===== config.mk =====
export PLATFORM = sky130hd
export DESIGN_NAME = fll_dev_end_flat
export DESIGN_NICKNAME = d
export VERILOG_FILES = /design/src/hw/fll_unused_placeholder_none.sv /design/src/hw/fll_pkg.sv /design/src/hw/fll_link_if.sv /design/src/hw/fll_dev_end.sv /design/src/hw/fll_prog_timer.sv /design/src/flat_wrapper.sv
export SDC_FILE = /design/constraint.sdc
export NUM_CORES = 1
export LEC_CHECK = 0
export BUFFER_PORTS_ARGS = -buffer_cell sky130_fd_sc_hd__buf_4
export CORE_MARGIN = 2
export CORE_UTILIZATION = 40
export DETAILED_ROUTE_END_ITERATION = 12
export PLACE_DENSITY = 0.67
export SYNTH_ARGS = -nofsm -noshare
export SYNTH_HDL_FRONTEND = slang
export SYNTH_SLANG_ARGS = --single-unit

===== constraint.sdc =====
create_clock -name CLK -period 2.65 [get_ports CLK]
set_input_delay 0.265 -clock CLK [delete_from_list [all_inputs] [get_ports CLK]]
set_output_delay 0.265 -clock CLK [all_outputs]
set_load 0.01 [all_outputs]

===== src/hw/fll_unused_placeholder_none.sv =====
// Intentionally minimal: no logic.
`timescale 1ns/100ps
`default_nettype none
`default_nettype wire


===== src/hw/fll_pkg.sv =====
// Constants shared by both ends of the fuse/lock read-out link.
// Assumes a single 250 MHz system clock.
package fll_pkg;
   // Clock and timing
   localparam int CLK_PERIOD_NS = 4;
   localparam int TICK_NS       = 1000;      // Time base standing in for the RC oscillator
   localparam int PROG_MIN_NS   = 3_700_000; // Shortest flash/lock write
   localparam int PROG_MAX_NS   = 4_500_000; // Longest flash/lock write
   localparam int TICK_CYC      = TICK_NS / CLK_PERIOD_NS;
   localparam int PROG_TICKS    = (PROG_MIN_NS + TICK_NS - 1) / TICK_NS;
   // Control register bits
   localparam int CSR_EN   = 0;
   localparam int CSR_ERS  = 1;
   localparam int CSR_WRT  = 2;
   localparam int CSR_RFL  = 3;
   localparam int CSR_CTB  = 4;
   localparam logic [4:0] OP_CTB = 5'h11;
   localparam logic [4:0] OP_RFL = 5'h09;
   localparam logic [4:0] OP_WRT = 5'h05;
   localparam logic [4:0] OP_ERS = 5'h03;
   localparam logic [4:0] OP_LD  = 5'h01;
   localparam logic [2:0] RFL_WIN = 3'h3;
   localparam logic [2:0] SPM_WIN = 3'h4;
   // Read-out addresses and layout
   localparam logic [15:0] Z_FUSE_LO = 16'h0000;
   localparam logic [15:0] Z_LOCK    = 16'h0001;
   localparam logic [15:0] Z_FUSE_HI = 16'h0003;
   localparam logic [5:0]  LOCK_PAD  = 6'h3f;
   localparam int DBG_FUSE_BIT = 3;
   localparam int Z_WORD_LSB = 1;
   localparam int Z_PAGE_LSB = 5;
   localparam logic [1:0] LOCK_M1 = 2'h3;
   localparam logic [1:0] LOCK_M2 = 2'h2;
   localparam logic [1:0] LOCK_M3 = 2'h0;
   // Host register map (byte offsets) and fields
   localparam logic [7:0] REG_CMD  = 8'h00;
   localparam logic [7:0] REG_Z    = 8'h04;
   localparam logic [7:0] REG_DATA = 8'h08;
   localparam logic [7:0] REG_STAT = 8'h0c;
   localparam int CMD_WR_BIT  = 8;
   localparam int CMD_LPM_BIT = 9;
   localparam int CMD_SPM_BIT = 10;
   localparam int STAT_HALT   = 8;
   localparam int STAT_CSR    = 16;
endpackage : fll_pkg


===== src/hw/fll_link_if.sv =====
// Link between the CPU end and the fuse/lock controller end.
// Both ends share CLK; every signal is driven from a flop or a state decode.
`timescale 1ns/100ps
`default_nettype none
interface fll_link_if;
   logic        csr_wr;    // One-cycle write of the control register
   logic [4:0]  csr_wdata;
   logic [7:0]  csr_rdata;
   logic [15:0] z;         // Address pointer
   logic [15:0] r_data;    // Store data word
   logic        load_program_memory_instr;       // One-cycle load instruction
   logic        store_program_memory_instr;       // One-cycle store instruction
   logic        rd_valid;  // One-cycle answer to lpm
   logic [7:0]  rd_data;
   logic        halt;      // CPU held while flash is busy
   modport dev (input csr_wr, csr_wdata, z, r_data, load_program_memory_instr, store_program_memory_instr,
                output csr_rdata, rd_valid, rd_data, halt);
   modport cpu (output csr_wr, csr_wdata, z, r_data, load_program_memory_instr, store_program_memory_instr,
                input csr_rdata, rd_valid, rd_data, halt);
endinterface : fll_link_if
`default_nettype wire


===== src/hw/fll_dev_end.sv =====
// Fuse/lock controller: control register, fuse and lock read-out,
// lock protection decode and flash programming timing.
// Assumes fuse/lock/flash arrays and the EEPROM busy flag on CLK.
//
// The AHB-Lite interface to the registers and the address map are this design's own decisions.
`timescale 1ns/100ps
`default_nettype none
// Functional notes
// - EEPROM write blocks all self-programming
// - EEPROM write blocks fuse/lock read-out
// - Software checks EEPROM busy before control write
// - Pointer 0x0001 plus enables reads lock byte
// - Enables clear after read or three cycles
// - Enables clear: load reads program memory
// - Pointer 0x0000 reads fuse low byte
// - Pointer 0x0003 reads fuse high byte
// - Programmed bits read zero, unprogrammed one
// - Erase/write/lock timed 3.7 to 4.5 ms, CPU halted
// - Reset does not abort flash write
// - Lock bits return to one only by erase
// - Lock byte: bit1 second, bit0 first, rest one
// - Mode 1 leaves every lock feature off
// - Mode 2 blocks external programming, fuses, debug
// - Mode 3 also blocks external verify read-back
// - Debug fuse keeps memory readable over debug
// - Programmer sets fuses before lock bits
module fll_dev_end
   import fll_pkg::*;
(
   // Clock and resets
   input  wire logic        CLK,
   input  wire logic        RST_B,
   input  wire logic        PWR_RST_B,
   // CPU link
   fll_link_if.dev          L,
   // EEPROM and fuse/lock arrays
   input  wire logic        EE_WR_BUSY,
   input  wire logic [7:0]  FUSE_LO,
   input  wire logic [7:0]  FUSE_HI,
   input  wire logic [1:0]  LOCK_NV,
   // Flash array
   output var  logic [15:0] FLASH_RD_ADDR,
   input  wire logic [7:0]  FLASH_RD_DATA,
   output var  logic        FL_ERASE_STB,
   output var  logic        FL_WRITE_STB,
   output var  logic [4:0]  FL_PAGE,
   output var  logic        PB_LOAD_STB,
   output var  logic        PB_CLEAR_STB,
   output var  logic [3:0]  PB_WORD,
   output var  logic [15:0] PB_DATA,
   output var  logic        LOCK_PGM_STB,
   output var  logic [1:0]  LOCK_PGM_VAL,
   // Protection for programming and debug interfaces
   output var  logic        EXT_PGM_EN,
   output var  logic        EXT_VERIFY_EN,
   output var  logic        FUSE_WR_EN,
   output var  logic        DBG_EN,
   output var  logic        DBG_FLASH_RD_EN
);
   logic [4:0] csr_q;
   logic [2:0] win_q;
   logic       legal;
   logic       csr_ok;
   logic       rd_fuse;
   logic       spm_go;
   logic       long_op;
   logic       tmr_busy;
   logic       tmr_done;
   logic       start_q;
   logic [7:0] sel_byte;

   // Only the five documented codes have any effect
   assign legal = (L.csr_wdata == OP_CTB) || (L.csr_wdata == OP_RFL) ||
                  (L.csr_wdata == OP_WRT) || (L.csr_wdata == OP_ERS) ||
                  (L.csr_wdata == OP_LD);
   assign csr_ok  = L.csr_wr && legal && !EE_WR_BUSY && !tmr_busy;
   assign rd_fuse = L.load_program_memory_instr && csr_q[CSR_RFL] && csr_q[CSR_EN] &&
                    (win_q != 3'h0) && !EE_WR_BUSY;
   assign spm_go  = L.store_program_memory_instr && csr_q[CSR_EN] && (win_q != 3'h0) &&
                    !tmr_busy && !EE_WR_BUSY;
   assign long_op = spm_go && (csr_q[CSR_ERS] || csr_q[CSR_WRT] || csr_q[CSR_RFL]);

   // Link answers
   assign L.csr_rdata    = {3'h0, csr_q};
   // Launch cycle counts as busy, so no transfer slips in before the timer
   assign L.halt         = tmr_busy || start_q;
   assign FLASH_RD_ADDR  = L.z;

   // Control register and its enable window
   always_ff @(posedge CLK or negedge RST_B) begin
      if (!RST_B) begin
         csr_q <= 5'h00;
         win_q <= 3'h0;
      end else if (csr_ok) begin
         csr_q <= L.csr_wdata;
         win_q <= L.csr_wdata[CSR_RFL] ? RFL_WIN : SPM_WIN;
      end else if (tmr_busy || start_q || tmr_done) begin
         // Done pulse lands after busy drops, so it is caught here too
         win_q <= 3'h0;                      // Enable stays up while flash is busy
         if (tmr_done) begin
            csr_q <= 5'h00;
         end
      end else if (long_op) begin
         win_q <= 3'h0;
      end else if (rd_fuse || spm_go) begin
         csr_q <= 5'h00;
         win_q <= 3'h0;
      end else if (win_q == 3'h1) begin
         csr_q <= 5'h00;                     // Window ran out unused
         win_q <= 3'h0;
      end else if (win_q != 3'h0) begin
         win_q <= win_q - 3'h1;
      end
   end

   // Read-out source: raw array bits, programmed reads zero
   always_comb begin
      sel_byte = 8'hff;
      if (L.z == Z_LOCK) begin
         sel_byte = {LOCK_PAD, LOCK_NV};
      end else if (L.z == Z_FUSE_LO) begin
         sel_byte = FUSE_LO;
      end else if (L.z == Z_FUSE_HI) begin
         sel_byte = FUSE_HI;
      end
   end

   // Load answer, one cycle after the load
   always_ff @(posedge CLK or negedge RST_B) begin
      if (!RST_B) begin
         L.rd_valid <= 1'b0;
         L.rd_data  <= 8'h00;
      end else begin
         L.rd_valid <= L.load_program_memory_instr;
         if (rd_fuse) begin
            L.rd_data <= sel_byte;
         end else if (L.load_program_memory_instr) begin
            L.rd_data <= FLASH_RD_DATA;
         end
      end
   end

   // Array strobes; lock write can only clear bits
   always_ff @(posedge CLK or negedge RST_B) begin
      if (!RST_B) begin
         FL_ERASE_STB <= 1'b0;
         FL_WRITE_STB <= 1'b0;
         PB_LOAD_STB  <= 1'b0;
         PB_CLEAR_STB <= 1'b0;
         LOCK_PGM_STB <= 1'b0;
         start_q      <= 1'b0;
      end else begin
         FL_ERASE_STB <= spm_go && csr_q[CSR_ERS];
         FL_WRITE_STB <= spm_go && csr_q[CSR_WRT];
         PB_LOAD_STB  <= spm_go && (csr_q == OP_LD);
         PB_CLEAR_STB <= spm_go && csr_q[CSR_CTB];
         LOCK_PGM_STB <= spm_go && csr_q[CSR_RFL];
         start_q      <= long_op;
      end
   end

   // Strobe payloads
   always_ff @(posedge CLK or negedge RST_B) begin
      if (!RST_B) begin
         FL_PAGE      <= 5'h00;
         PB_WORD      <= 4'h0;
         PB_DATA      <= 16'h0000;
         LOCK_PGM_VAL <= LOCK_M1;
      end else if (spm_go) begin
         FL_PAGE      <= L.z[Z_PAGE_LSB +: 5];
         PB_WORD      <= L.z[Z_WORD_LSB +: 4];
         PB_DATA      <= L.r_data;
         LOCK_PGM_VAL <= LOCK_NV & L.r_data[1:0];
      end
   end

   // Write timing survives system reset
   fll_prog_timer u_timer (
      .clk       (CLK),
      .pwr_rst_b (PWR_RST_B),
      .start     (start_q),
      .busy      (tmr_busy),
      .done      (tmr_done)
   );

   // Protection decode from the lock bits
   always_ff @(posedge CLK or negedge RST_B) begin
      if (!RST_B) begin
         EXT_PGM_EN    <= 1'b0;
         EXT_VERIFY_EN <= 1'b0;
         FUSE_WR_EN    <= 1'b0;
         DBG_EN        <= 1'b0;
      end else begin
         unique case (LOCK_NV)
            LOCK_M1: begin
               EXT_PGM_EN    <= 1'b1;
               EXT_VERIFY_EN <= 1'b1;
               FUSE_WR_EN    <= 1'b1;
               DBG_EN        <= !FUSE_HI[DBG_FUSE_BIT];
            end
            LOCK_M2: begin
               EXT_PGM_EN    <= 1'b0;
               EXT_VERIFY_EN <= 1'b1;
               FUSE_WR_EN    <= 1'b0;
               DBG_EN        <= 1'b0;
            end
            // Mode 3, and the unlisted code, lock everything
            default: begin
               EXT_PGM_EN    <= 1'b0;
               EXT_VERIFY_EN <= 1'b0;
               FUSE_WR_EN    <= 1'b0;
               DBG_EN        <= 1'b0;
            end
         endcase
      end
   end

   // Debug read path ignores the lock bits; clear the fuse to secure
   always_ff @(posedge CLK or negedge RST_B) begin
      if (!RST_B) begin
         DBG_FLASH_RD_EN <= 1'b0;
      end else begin
         DBG_FLASH_RD_EN <= !FUSE_HI[DBG_FUSE_BIT];
      end
   end
endmodule : fll_dev_end
`default_nettype wire


===== src/hw/fll_prog_timer.sv =====
// Flash/lock programming timer, paced by a microsecond enable.
// Reset only by power-on reset so a system reset cannot cut a write short.
`timescale 1ns/100ps
`default_nettype none
module fll_prog_timer
   import fll_pkg::*;
(
   // Clock and power-on reset
   input  wire logic clk,
   input  wire logic pwr_rst_b,
   // Control
   input  wire logic start,
   output var  logic busy,
   output var  logic done
);
   logic [7:0]  tick_q;
   logic [11:0] cnt_q;
   logic        tick;

   assign tick = (tick_q == 8'(TICK_CYC - 1));
   assign busy = (cnt_q != 12'h000);

   // Oscillator stand-in: one enable pulse per microsecond while a write runs
   always_ff @(posedge clk or negedge pwr_rst_b) begin
      if (!pwr_rst_b) begin
         tick_q <= 8'h00;
      end else if (!busy || tick) begin
         tick_q <= 8'h00;
      end else begin
         tick_q <= tick_q + 8'h01;
      end
   end

   // Ticks left in the write
   always_ff @(posedge clk or negedge pwr_rst_b) begin
      if (!pwr_rst_b) begin
         cnt_q <= 12'h000;
      end else if (start && !busy) begin
         cnt_q <= 12'(PROG_TICKS);
      end else if (busy && tick) begin
         cnt_q <= cnt_q - 12'h001;
      end
   end

   // Completion pulse
   always_ff @(posedge clk or negedge pwr_rst_b) begin
      if (!pwr_rst_b) begin
         done <= 1'b0;
      end else begin
         done <= busy && tick && (cnt_q == 12'h001);
      end
   end
endmodule : fll_prog_timer
`default_nettype wire


===== src/flat_wrapper.sv =====
// flat-port wrapper written by rule: the top's interface ports become plain ports
module fll_dev_end_flat import fll_pkg::*;
  (CLK, RST_B, PWR_RST_B, EE_WR_BUSY, FUSE_LO, FUSE_HI, LOCK_NV, FLASH_RD_ADDR, FLASH_RD_DATA, FL_ERASE_STB, FL_WRITE_STB, FL_PAGE, PB_LOAD_STB, PB_CLEAR_STB, PB_WORD, PB_DATA, LOCK_PGM_STB, LOCK_PGM_VAL, EXT_PGM_EN, EXT_VERIFY_EN, FUSE_WR_EN, DBG_EN, DBG_FLASH_RD_EN, L_csr_wr, L_csr_wdata, L_z, L_r_data, L_load_program_memory_instr, L_store_program_memory_instr, L_csr_rdata, L_rd_valid, L_rd_data, L_halt);
  fll_link_if L_i ();
  input  wire logic CLK;
  input  wire logic RST_B;
  input  wire logic PWR_RST_B;
  input  wire logic EE_WR_BUSY;
  input  wire logic [7:0] FUSE_LO;
  input  wire logic [7:0] FUSE_HI;
  input  wire logic [1:0] LOCK_NV;
  output var  logic [15:0] FLASH_RD_ADDR;
  input  wire logic [7:0] FLASH_RD_DATA;
  output var  logic FL_ERASE_STB;
  output var  logic FL_WRITE_STB;
  output var  logic [4:0] FL_PAGE;
  output var  logic PB_LOAD_STB;
  output var  logic PB_CLEAR_STB;
  output var  logic [3:0] PB_WORD;
  output var  logic [15:0] PB_DATA;
  output var  logic LOCK_PGM_STB;
  output var  logic [1:0] LOCK_PGM_VAL;
  output var  logic EXT_PGM_EN;
  output var  logic EXT_VERIFY_EN;
  output var  logic FUSE_WR_EN;
  output var  logic DBG_EN;
  output var  logic DBG_FLASH_RD_EN;
  input wire logic [$bits(L_i.csr_wr)-1:0] L_csr_wr;
  input wire logic [$bits(L_i.csr_wdata)-1:0] L_csr_wdata;
  input wire logic [$bits(L_i.z)-1:0] L_z;
  input wire logic [$bits(L_i.r_data)-1:0] L_r_data;
  input wire logic [$bits(L_i.load_program_memory_instr)-1:0] L_load_program_memory_instr;
  input wire logic [$bits(L_i.store_program_memory_instr)-1:0] L_store_program_memory_instr;
  output wire logic [$bits(L_i.csr_rdata)-1:0] L_csr_rdata;
  output wire logic [$bits(L_i.rd_valid)-1:0] L_rd_valid;
  output wire logic [$bits(L_i.rd_data)-1:0] L_rd_data;
  output wire logic [$bits(L_i.halt)-1:0] L_halt;
  assign L_i.csr_wr = L_csr_wr;
  assign L_i.csr_wdata = L_csr_wdata;
  assign L_i.z = L_z;
  assign L_i.r_data = L_r_data;
  assign L_i.load_program_memory_instr = L_load_program_memory_instr;
  assign L_i.store_program_memory_instr = L_store_program_memory_instr;
  assign L_csr_rdata = L_i.csr_rdata;
  assign L_rd_valid = L_i.rd_valid;
  assign L_rd_data = L_i.rd_data;
  assign L_halt = L_i.halt;
  fll_dev_end u_core (.CLK(CLK), .RST_B(RST_B), .PWR_RST_B(PWR_RST_B), .L(L_i), .EE_WR_BUSY(EE_WR_BUSY), .FUSE_LO(FUSE_LO), .FUSE_HI(FUSE_HI), .LOCK_NV(LOCK_NV), .FLASH_RD_ADDR(FLASH_RD_ADDR), .FLASH_RD_DATA(FLASH_RD_DATA), .FL_ERASE_STB(FL_ERASE_STB), .FL_WRITE_STB(FL_WRITE_STB), .FL_PAGE(FL_PAGE), .PB_LOAD_STB(PB_LOAD_STB), .PB_CLEAR_STB(PB_CLEAR_STB), .PB_WORD(PB_WORD), .PB_DATA(PB_DATA), .LOCK_PGM_STB(LOCK_PGM_STB), .LOCK_PGM_VAL(LOCK_PGM_VAL), .EXT_PGM_EN(EXT_PGM_EN), .EXT_VERIFY_EN(EXT_VERIFY_EN), .FUSE_WR_EN(FUSE_WR_EN), .DBG_EN(DBG_EN), .DBG_FLASH_RD_EN(DBG_FLASH_RD_EN));
endmodule

# [Word level (Yosys, flattened, before mapping)]
# Cells that the tools add are included.
[op_classes] add_sub_neg=3 multipliers=0 div_mod_pow=0 magnitude_cmp=0 n_eq_ne=15 shift=0 mux=24 n_bitwise=1 n_reduce_logical=42
[ops] operator="8-bit two-way mux" n=6
[ops] operator="5-bit two-way mux" n=6
[ops] operator="12-bit two-way mux" n=2
[ops] operator="3-bit two-way mux" n=7
[ops] operator="1-bit logical AND" n=20
[ops] operator="16-bit by 1-bit == test with 1-bit output (second input constant)" n=1
[ops] operator="16-bit by 2-bit == test with 1-bit output (second input constant)" n=1
[ops] operator="16-bit logical NOT" n=1
[ops] operator="12-bit by 1-bit == test with 1-bit output (second input constant)" n=1
[ops] operator="12-bit nonzero test" n=1
[ops] operator="12-bit by 1-bit subtractor with 12-bit output (second input constant)" n=1
[ops] operator="5-bit by 1-bit == test with 1-bit output (second input constant)" n=2
[ops] operator="1-bit logical OR" n=10
[ops] operator="8-bit by 1-bit adder with 8-bit output (second input constant)" n=1
[ops] operator="8-bit == test (second input constant)" n=1
[ops] operator="3-bit by 2-bit inequality test with 1-bit output (second input constant)" n=2
[ops] operator="6-bit nonzero test" n=1
[ops] operator="5-bit by 2-bit == test with 1-bit output (second input constant)" n=1
[ops] operator="5-bit by 3-bit == test with 1-bit output (second input constant)" n=1
[ops] operator="5-bit by 4-bit == test with 1-bit output (second input constant)" n=1
[ops] operator="5-bit == test (second input constant)" n=1
[ops] operator="2-bit == test (second input constant)" n=2
[ops] operator="2-bit nonzero test" n=2
[ops] operator="4-bit nonzero test" n=1
[ops] operator="other kinds (8)" n=12
[totals] register_bits=75 latch_bits=0 ramBits=0 rom_bits=0 input_bits=70 output_inout_bits=71 wordCells=106 mem_count=0

# [Depth between registers and ports, before layout]
# Gate-level depths: netlist of the first run.
[logic_depth] depth_word=10 depth_mapped=10 depth_no_buf=7

# [Modules after synthesis]
# Synthesis of the first run repeated with hierarchy kept, for this count alone.
[hier_totals] hier_cells=333 area_unflattened_um2=3787.4
[by_module_without_submodules] module="fll_dev_end" instances=1 cells_each=219 area_per_inst_um2=2648.8
[by_module_without_submodules] module="fll_prog_timer" instances=1 cells_each=114 area_per_inst_um2=1138.6

# [Least setup slack after synthesis of the first run]
# OpenSTA, ideal clock, no wires.
[synth_path] path_type="register to register" from="register u_core.u_timer.cnt_q[0]" to="register u_core.win_q[0]" setup_time_ps=122 arrival_ps=1835 required_time_ps=2528 slack_ps=693 path_stages_with_launch=8 n_path_buf=0 period_less_slack_ps=1957 cell_sequence="dfrtp_1 -> inv_1 -> ha_1 -> nor3b_1 -> nand4_2 -> nand2b_4 -> or4_4 -> a2bb2oi_1"
[synth_lines] item="start, declared" line="fll_prog_timer.sv:17" text="logic [11:0] cnt_q;"
[synth_lines] item="start signal, assigned" line="fll_prog_timer.sv:39" text="cnt_q <= 12'(PROG_TICKS);"
[synth_lines] item="start signal, assigned" line="fll_prog_timer.sv:41" text="cnt_q <= cnt_q - 12'h001;"
[synth_lines] item="12-bit nonzero test *" line="fll_prog_timer.sv:21" text="assign busy = (cnt_q != 12'h000);"
[synth_lines] item="1-bit logical OR *"
[synth_lines] item="via L_halt" line="flat_wrapper.sv:37" text="output wire logic [$bits(L_i.halt)-1:0] L_halt;"
[synth_lines] item="1-bit logical OR *" line="fll_dev_end.sv:97" text="end else if (tmr_busy || start_q || tmr_done) begin"
[synth_lines] item="3-bit two-way mux" line="fll_dev_end.sv:97"
[synth_lines] item="3-bit two-way mux" line="fll_dev_end.sv:94" text="end else if (csr_ok) begin"
[synth_lines] item="end signal, assigned" line="fll_dev_end.sv:96" text="win_q <= L.csr_wdata[CSR_RFL] ? RFL_WIN : SPM_WIN;"
[synth_lines] item="end signal, assigned" line="fll_dev_end.sv:112" text="win_q <= win_q - 3'h1;"
[synth_lines] item="end, declared" line="fll_dev_end.sv:61" text="logic [2:0] win_q;"
# The timed path passes the listed nets; every way through them passes the cells marked *.
# A chain may end at the register's enable or synchronous reset.

# [Final worst setup path of the first run]
[layout_path] from="register u_core.u_timer.cnt_q[2]" to="register u_core.PB_DATA[8]"
[layout_between] elab_chain_len=4
[layout_rtl] item="12-bit nonzero test" line="fll_prog_timer.sv:21"
[layout_rtl] item="1-bit logical NOT" line="fll_dev_end.sv:80" text="!tmr_busy && !EE_WR_BUSY;"
[layout_rtl] item="1-bit logical AND" line="fll_dev_end.sv:79" text="assign spm_go = L.store_program_memory_instr && csr_q[CSR_EN] && (win_q != 3'h0) &&"
[layout_rtl] item="1-bit logical AND" line="fll_dev_end.sv:80"
[layout_rtl] item="end signal, assigned" line="fll_dev_end.sv:172" text="PB_DATA <= L.r_data;"
[layout_rtl] item="end, declared" line="fll_dev_end.sv:50" text="output var logic [15:0] PB_DATA,"
# No other way between the ends.

==> results.sh, run 1 <==
export IMPL_critPathKind="reg -> reg"
export IMPL_yosys_top_cells_area="dfrtp_1 (50%), nand2_1 (9.3%), buf_4 (4.1%), ha_1 (2.7%), nor2_1 (2.3%)"
export IMPL_drtIter0Drc=107
export IMPL_slowest_delay_ns=0.62
export IMPL_hold_viol=0
export IMPL_vias=3049
export IMPL_cp_max_fo=27
export IMPL_syn_avg_cell_area_um2=9.753
export IMPL_maxCapViolations=0
export IMPL_yosys_area_share_simple_pct=24.97
export IMPL_cellPowerDensity_mw_per_mm2=777.9
export IMPL_min_period_ns=2.238
export IMPL_synth_top_family_by_area="simple AND/OR/NAND/NOR gates"
export IMPL_drt_wl_total_mm=9.113
export IMPL_ir_drop_mv=0.3897
export IMPL_synth_top_cell_area_share_pct=49.81
export IMPL_status="completed"
export IMPL_final_setup_viol_count=0
export IMPL_postSynthCellCount=376
export IMPL_clk_pin_slew_ns=0.08
export IMPL_grt_overflow_total=0
export IMPL_synth_flop_cell="dfrtp_1"
export IMPL_crit_top_cell="nand2_1"
export IMPL_io_pins=141
export IMPL_fin_crit_sh_pct=84.45
export IMPL_core_area_mm2=0.008806
export IMPL_dieArea_mm2=0.009950
export IMPL_worstSkewPairLatency_ns=0.35
export IMPL_chipWidth_um=99.75
export IMPL_fin_cells=607
export IMPL_grt_pass1_wl_mm=14.68
export IMPL_ant_nets=0
export IMPL_final_setup_tns_ns=0
export IMPL_start_util_pct=41.65
export IMPL_num_rows=34
export IMPL_yosys_warnings=0
export IMPL_pre_cts_ws_ns=0.4151
export IMPL_hold_class="in -> reg"
export IMPL_clock_fmax_ghz=0.4468
export IMPL_synth_edf_count=0
export IMPL_seq_area_frac_synth_pct=51.25
export IMPL_ys_top_cells_by_count="nand2_1 (91), dfrtp_1 (73), nor2_1 (22)"
export IMPL_critPathRequiredTime_ns=2.88
export IMPL_grt_pass1_vias=2970
export IMPL_max_slew_margin_rel_pct=38.80
export IMPL_post_place_cells=589
export IMPL_muxShareOfSynthArea_pct=1.672
export IMPL_synthMostInstantiatedCell="nand2_1"
export IMPL_place_gp_congestion=0.8465
export IMPL_finalNetCount=572
export IMPL_ctsRootBufferMaster="clkbuf_8"
export IMPL_drive_above_1_share_pct=34.27
export IMPL_antenna_cells=0
export IMPL_grt_max_degree=55
export IMPL_drtPass1Iterations=4
export IMPL_syn_area_mm2=0.003667
export IMPL_synthArstFlopShare_pct=100.0
export IMPL_hpwl_mm=6.887
export IMPL_setup_ws_ns=0.4121
export IMPL_viasPerCell=5.023
export IMPL_worstPathArrival_ns=2.47
export IMPL_rsz0062_at_grt="no"
export IMPL_cp_start_kind="flop"
export IMPL_fin_util_pct=54.82
export IMPL_synth_xor_area_share_pct=2.388
export IMPL_fin_skew_ns=0.01162
export IMPL_slowest_stage="or2_1"
export IMPL_hold_ws_ns=0.06462
export IMPL_gr_usage_all_layers_pct=18.45
export IMPL_h_tree_depth=3
export IMPL_synth_largest_area_cell="dfrtp_1"
export IMPL_cp_end_kind="flop"
export IMPL_final_max_slew_viol_count=0
export IMPL_syn2layout_area_growth_pct=31.63
export IMPL_synth_cell_types=58
export IMPL_antenna_found_initial=0
export IMPL_p_leak_uw=0.002466
export IMPL_clockBufferDepth=2
export IMPL_io_buffers=137
export IMPL_crit_chain="nor4_4, nand4_1, or2_1, nand2_1, nand2_1"
export IMPL_crit_family="simple AND/OR/NAND/NOR gates"
export IMPL_cts_sinks=75
export IMPL_synthAdderAreaFrac_pct=3.002
export IMPL_critPathBufInv=0
export IMPL_ys_ff_latch=75
export IMPL_wl_per_cell_um=15.01
export IMPL_die_y_um=99.75
export IMPL_cts_made_buffers=9
export IMPL_drc=0
export IMPL_synth_compound_area_share_pct=8.700
export IMPL_cts_tree="yes"
export IMPL_tightest_slew_ns=0.9180
[stage by stage]
| step | cell area [um2] | power [uW] |
|---|---|---|
| 2_1_floorplan | 3675 | 2408 |
| 3_3_place_gp | 4619 | 2936 |
| 3_5_place_dp | 4619 | 2976 |
| 4_1_cts | 4827 | 3803 |
| 5_1_grt | 4827 | 4019 |
| 6_report | 4827 | 3755 |
[worst register-to-register path, delay by kind of cell (launching register included)]
kind             cells  cell delay, ns
AND/OR/NAND/NOR      5            1.68
flip-flops           1            0.45
[sequential cells by signal, indices dropped and copies added, names as in the netlist]
signal                  count
u_core.csr_q                5
u_core.DBG_EN               1
u_core.LOCK_PGM_STB         1
u_core.DBG_FLASH_RD_EN      1
u_core.L.rd_valid           1
u_core.PB_WORD              4
u_core.LOCK_PGM_VAL         2
u_core.u_timer.done         1
u_core.u_timer.tick_q       8
u_core.PB_LOAD_STB          1
u_core.PB_DATA             16
u_core.FL_WRITE_STB         1
u_core.FL_PAGE              5
u_core.start_q              1
u_core.EXT_PGM_EN           1
u_core.FL_ERASE_STB         1
u_core.u_timer.cnt_q       12
u_core.win_q                3
u_core.PB_CLEAR_STB         1
u_core.EXT_VERIFY_EN        1
u_core.L.rd_data            8
[power by group]
| part | switching [uW] | total, uW | leakage [uW] | internal [uW] |
|---|---|---|---|---|
| logic | 695 | 1340 | 0.00139 | 641 |
| clock network | 439 | 812 | 0.0000891 | 373 |
| registers | 206 | 1610 | 0.000988 | 1400 |
| total | 1340 | 3760 | 0.00247 | 2420 |
[cell type report]
type / count / area, um2
fill: 817 / 3979
inverter: 15 / 56.30
multi-input combinational: 252 / 1505
clock buffer: 10 / 137.6
timing repair buffer: 141 / 1064
sequential: 75 / 1879
tap: 108 / 135.1
clock inverter: 6 / 50.05
[worst paths after layout]
path,startpoint,endpoint,slack (ns),cells after the start
hold / removal,LOCK_NV[1],u_core.EXT_VERIFY_EN,0.06,1
setup reg to reg,u_core.u_timer.cnt_q[2],u_core.PB_DATA[8],0.41,5
hold reg to reg,u_core.LOCK_PGM_VAL[1],u_core.LOCK_PGM_VAL[1],0.46,2
max in group asynchronous,RST_B,u_core.PB_DATA[3],1.70,2
setup / recovery,u_core.u_timer.cnt_q[2],u_core.PB_DATA[8],0.41,5
min in group asynchronous,PWR_RST_B,u_core.u_timer.cnt_q[0],0.34,2
[cells in the final DEF, fill, tap and decap left out, types with 8 or more instances in the layout]
| cell | instances |
|---|---|
| and2_1 | 9 |
| buf_4 | 139 |
| clkbuf_8 | 10 |
| dfrtp_1 | 73 |
| ha_1 | 8 |
| inv_1 | 15 |
| nand2_1 | 91 |
| nand3_1 | 11 |
| nand4_1 | 9 |
| nor2_1 | 22 |
| o221ai_1 | 9 |
[timing repair]
item | CTS | global route
hold buffers | 2 | 0
endpoints found under the hold margin | 73 | 0
buffers inserted | 0 | 0
gates resized for setup | 0 | 0
[kinds of logic after synthesis]
| logic type | count (synthesis) |
|---|---|
| other cells | 1 |
| simple gates | 183 |
| fa+ha+maj | 9 |
| xor+xnor | 10 |
| flops | 75 |
| buf+inv | 51 |
| compound gates | 41 |
| mux | 6 |
[per-layer routing]
metal	GRT usage [%]	routed length [um]	up-vias	share of wire, %
met4	5.374	112	0	1.2
li1	-	-	1501	-
met2	30.67	4535	99	50
met1	24.99	3928	1438	43
met3	3.092	537	11	5.9
met5	0	0	-	0
(Power assumes the default switching activity.)
==> inputs of run 2 (changes only) <==
- ABC_AREA: unset -> 1
- PLACE_DENSITY: 0.67 -> 0.7
- clock period: 2.65 -> 1.9 ns (I/O delays scaled with it)
==> run 2 against run 1 <==
Against the previous run:
- die area grew 4.0%
- clock power grew 100%
- largest power group is now combinational cells
- sequential cell count is the same
- clock skew shrank 0.00060 ns
- non-clock buffer count grew 3
- total power grew 76%
- cell area grew 7.4%
- critical endpoint is now L_halt
- critical path depth grew 1
==> results.sh, run 2 <==
export IMPL_fin_crit_sh_pct=93.85
export IMPL_rsz0062_at_grt="no"
export IMPL_final_setup_tns_ns=0
export IMPL_synth_top_family_by_area="simple AND/OR/NAND/NOR gates"
export IMPL_final_setup_viol_count=0
export IMPL_yosys_warnings=0
export IMPL_cp_start_kind="flop"
export IMPL_synth_top_cell_area_share_pct=47.81
export IMPL_layout_common_cells="buf_4 (138), nand2_1 (134), dfrtp_1 (73)"
export IMPL_drtPass1Iterations=4
export IMPL_nFillCells=841
export IMPL_synth_cell_types=35
export IMPL_final_max_slew_viol_count=0
export IMPL_critPathRequiredTime_ns=1.71
export IMPL_drc=0
export IMPL_worstPathArrival_ns=1.59
export IMPL_yosys_top_cells_area="dfrtp_1 (48%), nand2_1 (13%), nor2_1 (5.7%), inv_1 (4.7%), buf_4 (3.9%)"
export IMPL_synth_largest_area_cell="dfrtp_1"
export IMPL_start_util_pct=41.35
export IMPL_max_slew_margin_rel_pct=54.62
export IMPL_post_place_cells=719
export IMPL_dieArea_mm2=0.01035
export IMPL_die_y_um=101.7
export IMPL_hold_viol=0
export IMPL_ir_drop_mv=0.6735
export IMPL_critPathKind="reg -> out"
export IMPL_clk_pin_slew_ns=0.08
export IMPL_ys_ff_latch=75
export IMPL_cp_max_fo=6
export IMPL_postCtsSetupBuffers=0
export IMPL_drive_above_1_share_pct=30.66
export IMPL_vias=3407
export IMPL_yosys_area_share_simple_pct=28.68
export IMPL_synth_compound_area_share_pct=7.498
export IMPL_fin_skew_ns=0.01102
export IMPL_io_pins=141
export IMPL_tightest_slew_ns=0.6808
export IMPL_clockBufferDepth=2
export IMPL_cts_sinks=75
export IMPL_placed_area_mm2=0.004866
export IMPL_r2r_slack_ns=0.18
export IMPL_ys_top_cells_by_count="nand2_1 (134), dfrtp_1 (73), nor2_1 (58)"
export IMPL_antenna_cells=0
export IMPL_wl_per_cell_um=13.02
export IMPL_grt_overflow_total=0
export IMPL_p_leak_uw=0.002773
export IMPL_seq_area_frac_synth_pct=49.18
export IMPL_finalNetCount=683
export IMPL_synthAdderAreaFrac_pct=2.620
export IMPL_p_total_uw=6618
export IMPL_syn2layout_area_growth_pct=35.66
export IMPL_worstSkewPairLatency_ns=0.35
export IMPL_synth_xor_area_share_pct=1.604
export IMPL_slowest_delay_ns=0.42
export IMPL_pre_cts_ws_ns=0.1238
export IMPL_drtIter0Drc=170
export IMPL_clock_fmax_ghz=0.5608
export IMPL_grt_pass1_wl_mm=15.68
export IMPL_critPathBufInv=2
export IMPL_largest_reg_flops=16
export IMPL_synth_edf_count=0
export IMPL_grt_pass1_vias=3394
export IMPL_h_tree_depth=3
export IMPL_synthMostInstantiatedCell="nand2_1"
export IMPL_ctsRootBufferMaster="clkbuf_8"
export IMPL_chipWidth_um=101.7
export IMPL_crit_family="flip-flops"
export IMPL_hpwl_mm=7.447
export IMPL_syn_area_mm2=0.003821
export IMPL_fin_area_mm2=0.005184
export IMPL_setup_ws_ns=0.1168
export IMPL_cellPowerDensity_mw_per_mm2=1277
export IMPL_maxCapViolations=0
export IMPL_gr_usage_all_layers_pct=19.58
export IMPL_synthArstFlopShare_pct=100.0
export IMPL_cp_end_kind="output pin"
export IMPL_fin_cells=739
export IMPL_num_rows=35
export IMPL_ant_nets=0
export IMPL_drt_wl_total_mm=9.619
export IMPL_slowest_stage="dfrtp_1"
export IMPL_postSynthCellCount=475
export IMPL_synth_flop_cell="dfrtp_1"
export IMPL_largest_register="u_core.PB_DATA"
export IMPL_final_common_cell="buf_4"
export IMPL_hold_class="in -> reg"
export IMPL_crit_chain="inv_2, ha_1, nand3_2, nor2_4, nand2_1, buf_4"
export IMPL_antenna_found_initial=0
export IMPL_min_period_ns=1.783
export IMPL_grt_max_degree=55
export IMPL_syn_avg_cell_area_um2=8.045
export IMPL_cts_made_buffers=9
export IMPL_muxShareOfSynthArea_pct=0
export IMPL_io_buffers=137
export IMPL_cts_tree="yes"
export IMPL_status="completed"
export IMPL_place_gp_congestion=0.8968
export IMPL_core_area_mm2=0.009240
export IMPL_viasPerCell=4.610
export IMPL_largestRegisters="u_core.PB_DATA: 16 flops, u_core.u_timer.cnt_q: 12 flops"
[run 2: area by class of cell]
cell class                 count  area (um2)  area share (%)
clock buffer                  10       137.6           2.655
tap                          129       161.4           3.114
timing repair buffer         144        1107           21.36
multi-input combinational    320        1555           30.00
sequential                    75        1879           36.25
clock inverter                 6       136.4           2.631
inverter                      55       206.4           3.983
[run 2: report_power, final]
group          internal (uW)  switching (uW)  total (uW)  leakage, uW
clock network           1040             614        1660     0.000133
logic                   1110            1560        2670      0.00166
registers               2000             295        2290     0.000983
[run 2: final timing paths]
path | startpoint | endpoint | depth (start not counted)
max | u_core.u_timer.cnt_q[0] | L_halt | 6
min in group asynchronous | PWR_RST_B | u_core.u_timer.tick_q[5] | 2
min reg2reg | u_core.LOCK_PGM_VAL[1] | u_core.LOCK_PGM_VAL[1] | 2
max reg2reg | u_core.win_q[0] | u_core.PB_DATA[10] | 10
max in group asynchronous | RST_B | u_core.L.rd_valid | 2
min | L_r_data[15] | u_core.PB_DATA[15] | 3
[run 2: cells by family (layout without fill, tap and decap cells)]
logic type	count (synthesis)	count (layout)
xor gates and xnor gates	7	7
DFF	75	75
buffers and inverters	82	215
other	1	3
and+or+nand+nor	246	246
AOI/OAI and AO/OA	56	56
adders and majority gates	8	8
[run 2: routing by layer]
layer,up-vias,wire length (um),track usage (%)
met2,107,4788,32.29
met1,1565,4063,24.68
met5,-,0,0
li1,1724,-,-
met4,0,146,7.900
met3,11,621,4.831
[run 2: worst reg2reg max path, cell delays in order (launching register included)]
cell and delay [ns]:
dfrtp_1 0.38, inv_1 0.09, ha_1 0.21, nand2_2 0.09
inv_1 0.06, nor2_1 0.18, nand3_4 0.19, inv_2 0.20
buf_12 0.15, nand2_1 0.05, nand2_1 0.05
[run 2: timing repair]
item | 4_1_cts | 5_1_grt
gates resized for setup | 0 | 2
hold buffers | 4 | 0
setup endpoints to repair | 0 | 37
endpoints found under the hold margin | 76 | 0
[run 2: through the flow]
step / utilization (%) / hold WS (ns)
finish: 56.10 / 0.02783
detailed placement: 52.66 / 0.09218
global placement: 52.66 / 0.08623
floorplan: - / -0.1056
global route: 56.10 / 0.02068
CTS: 56.06 / 0.004208
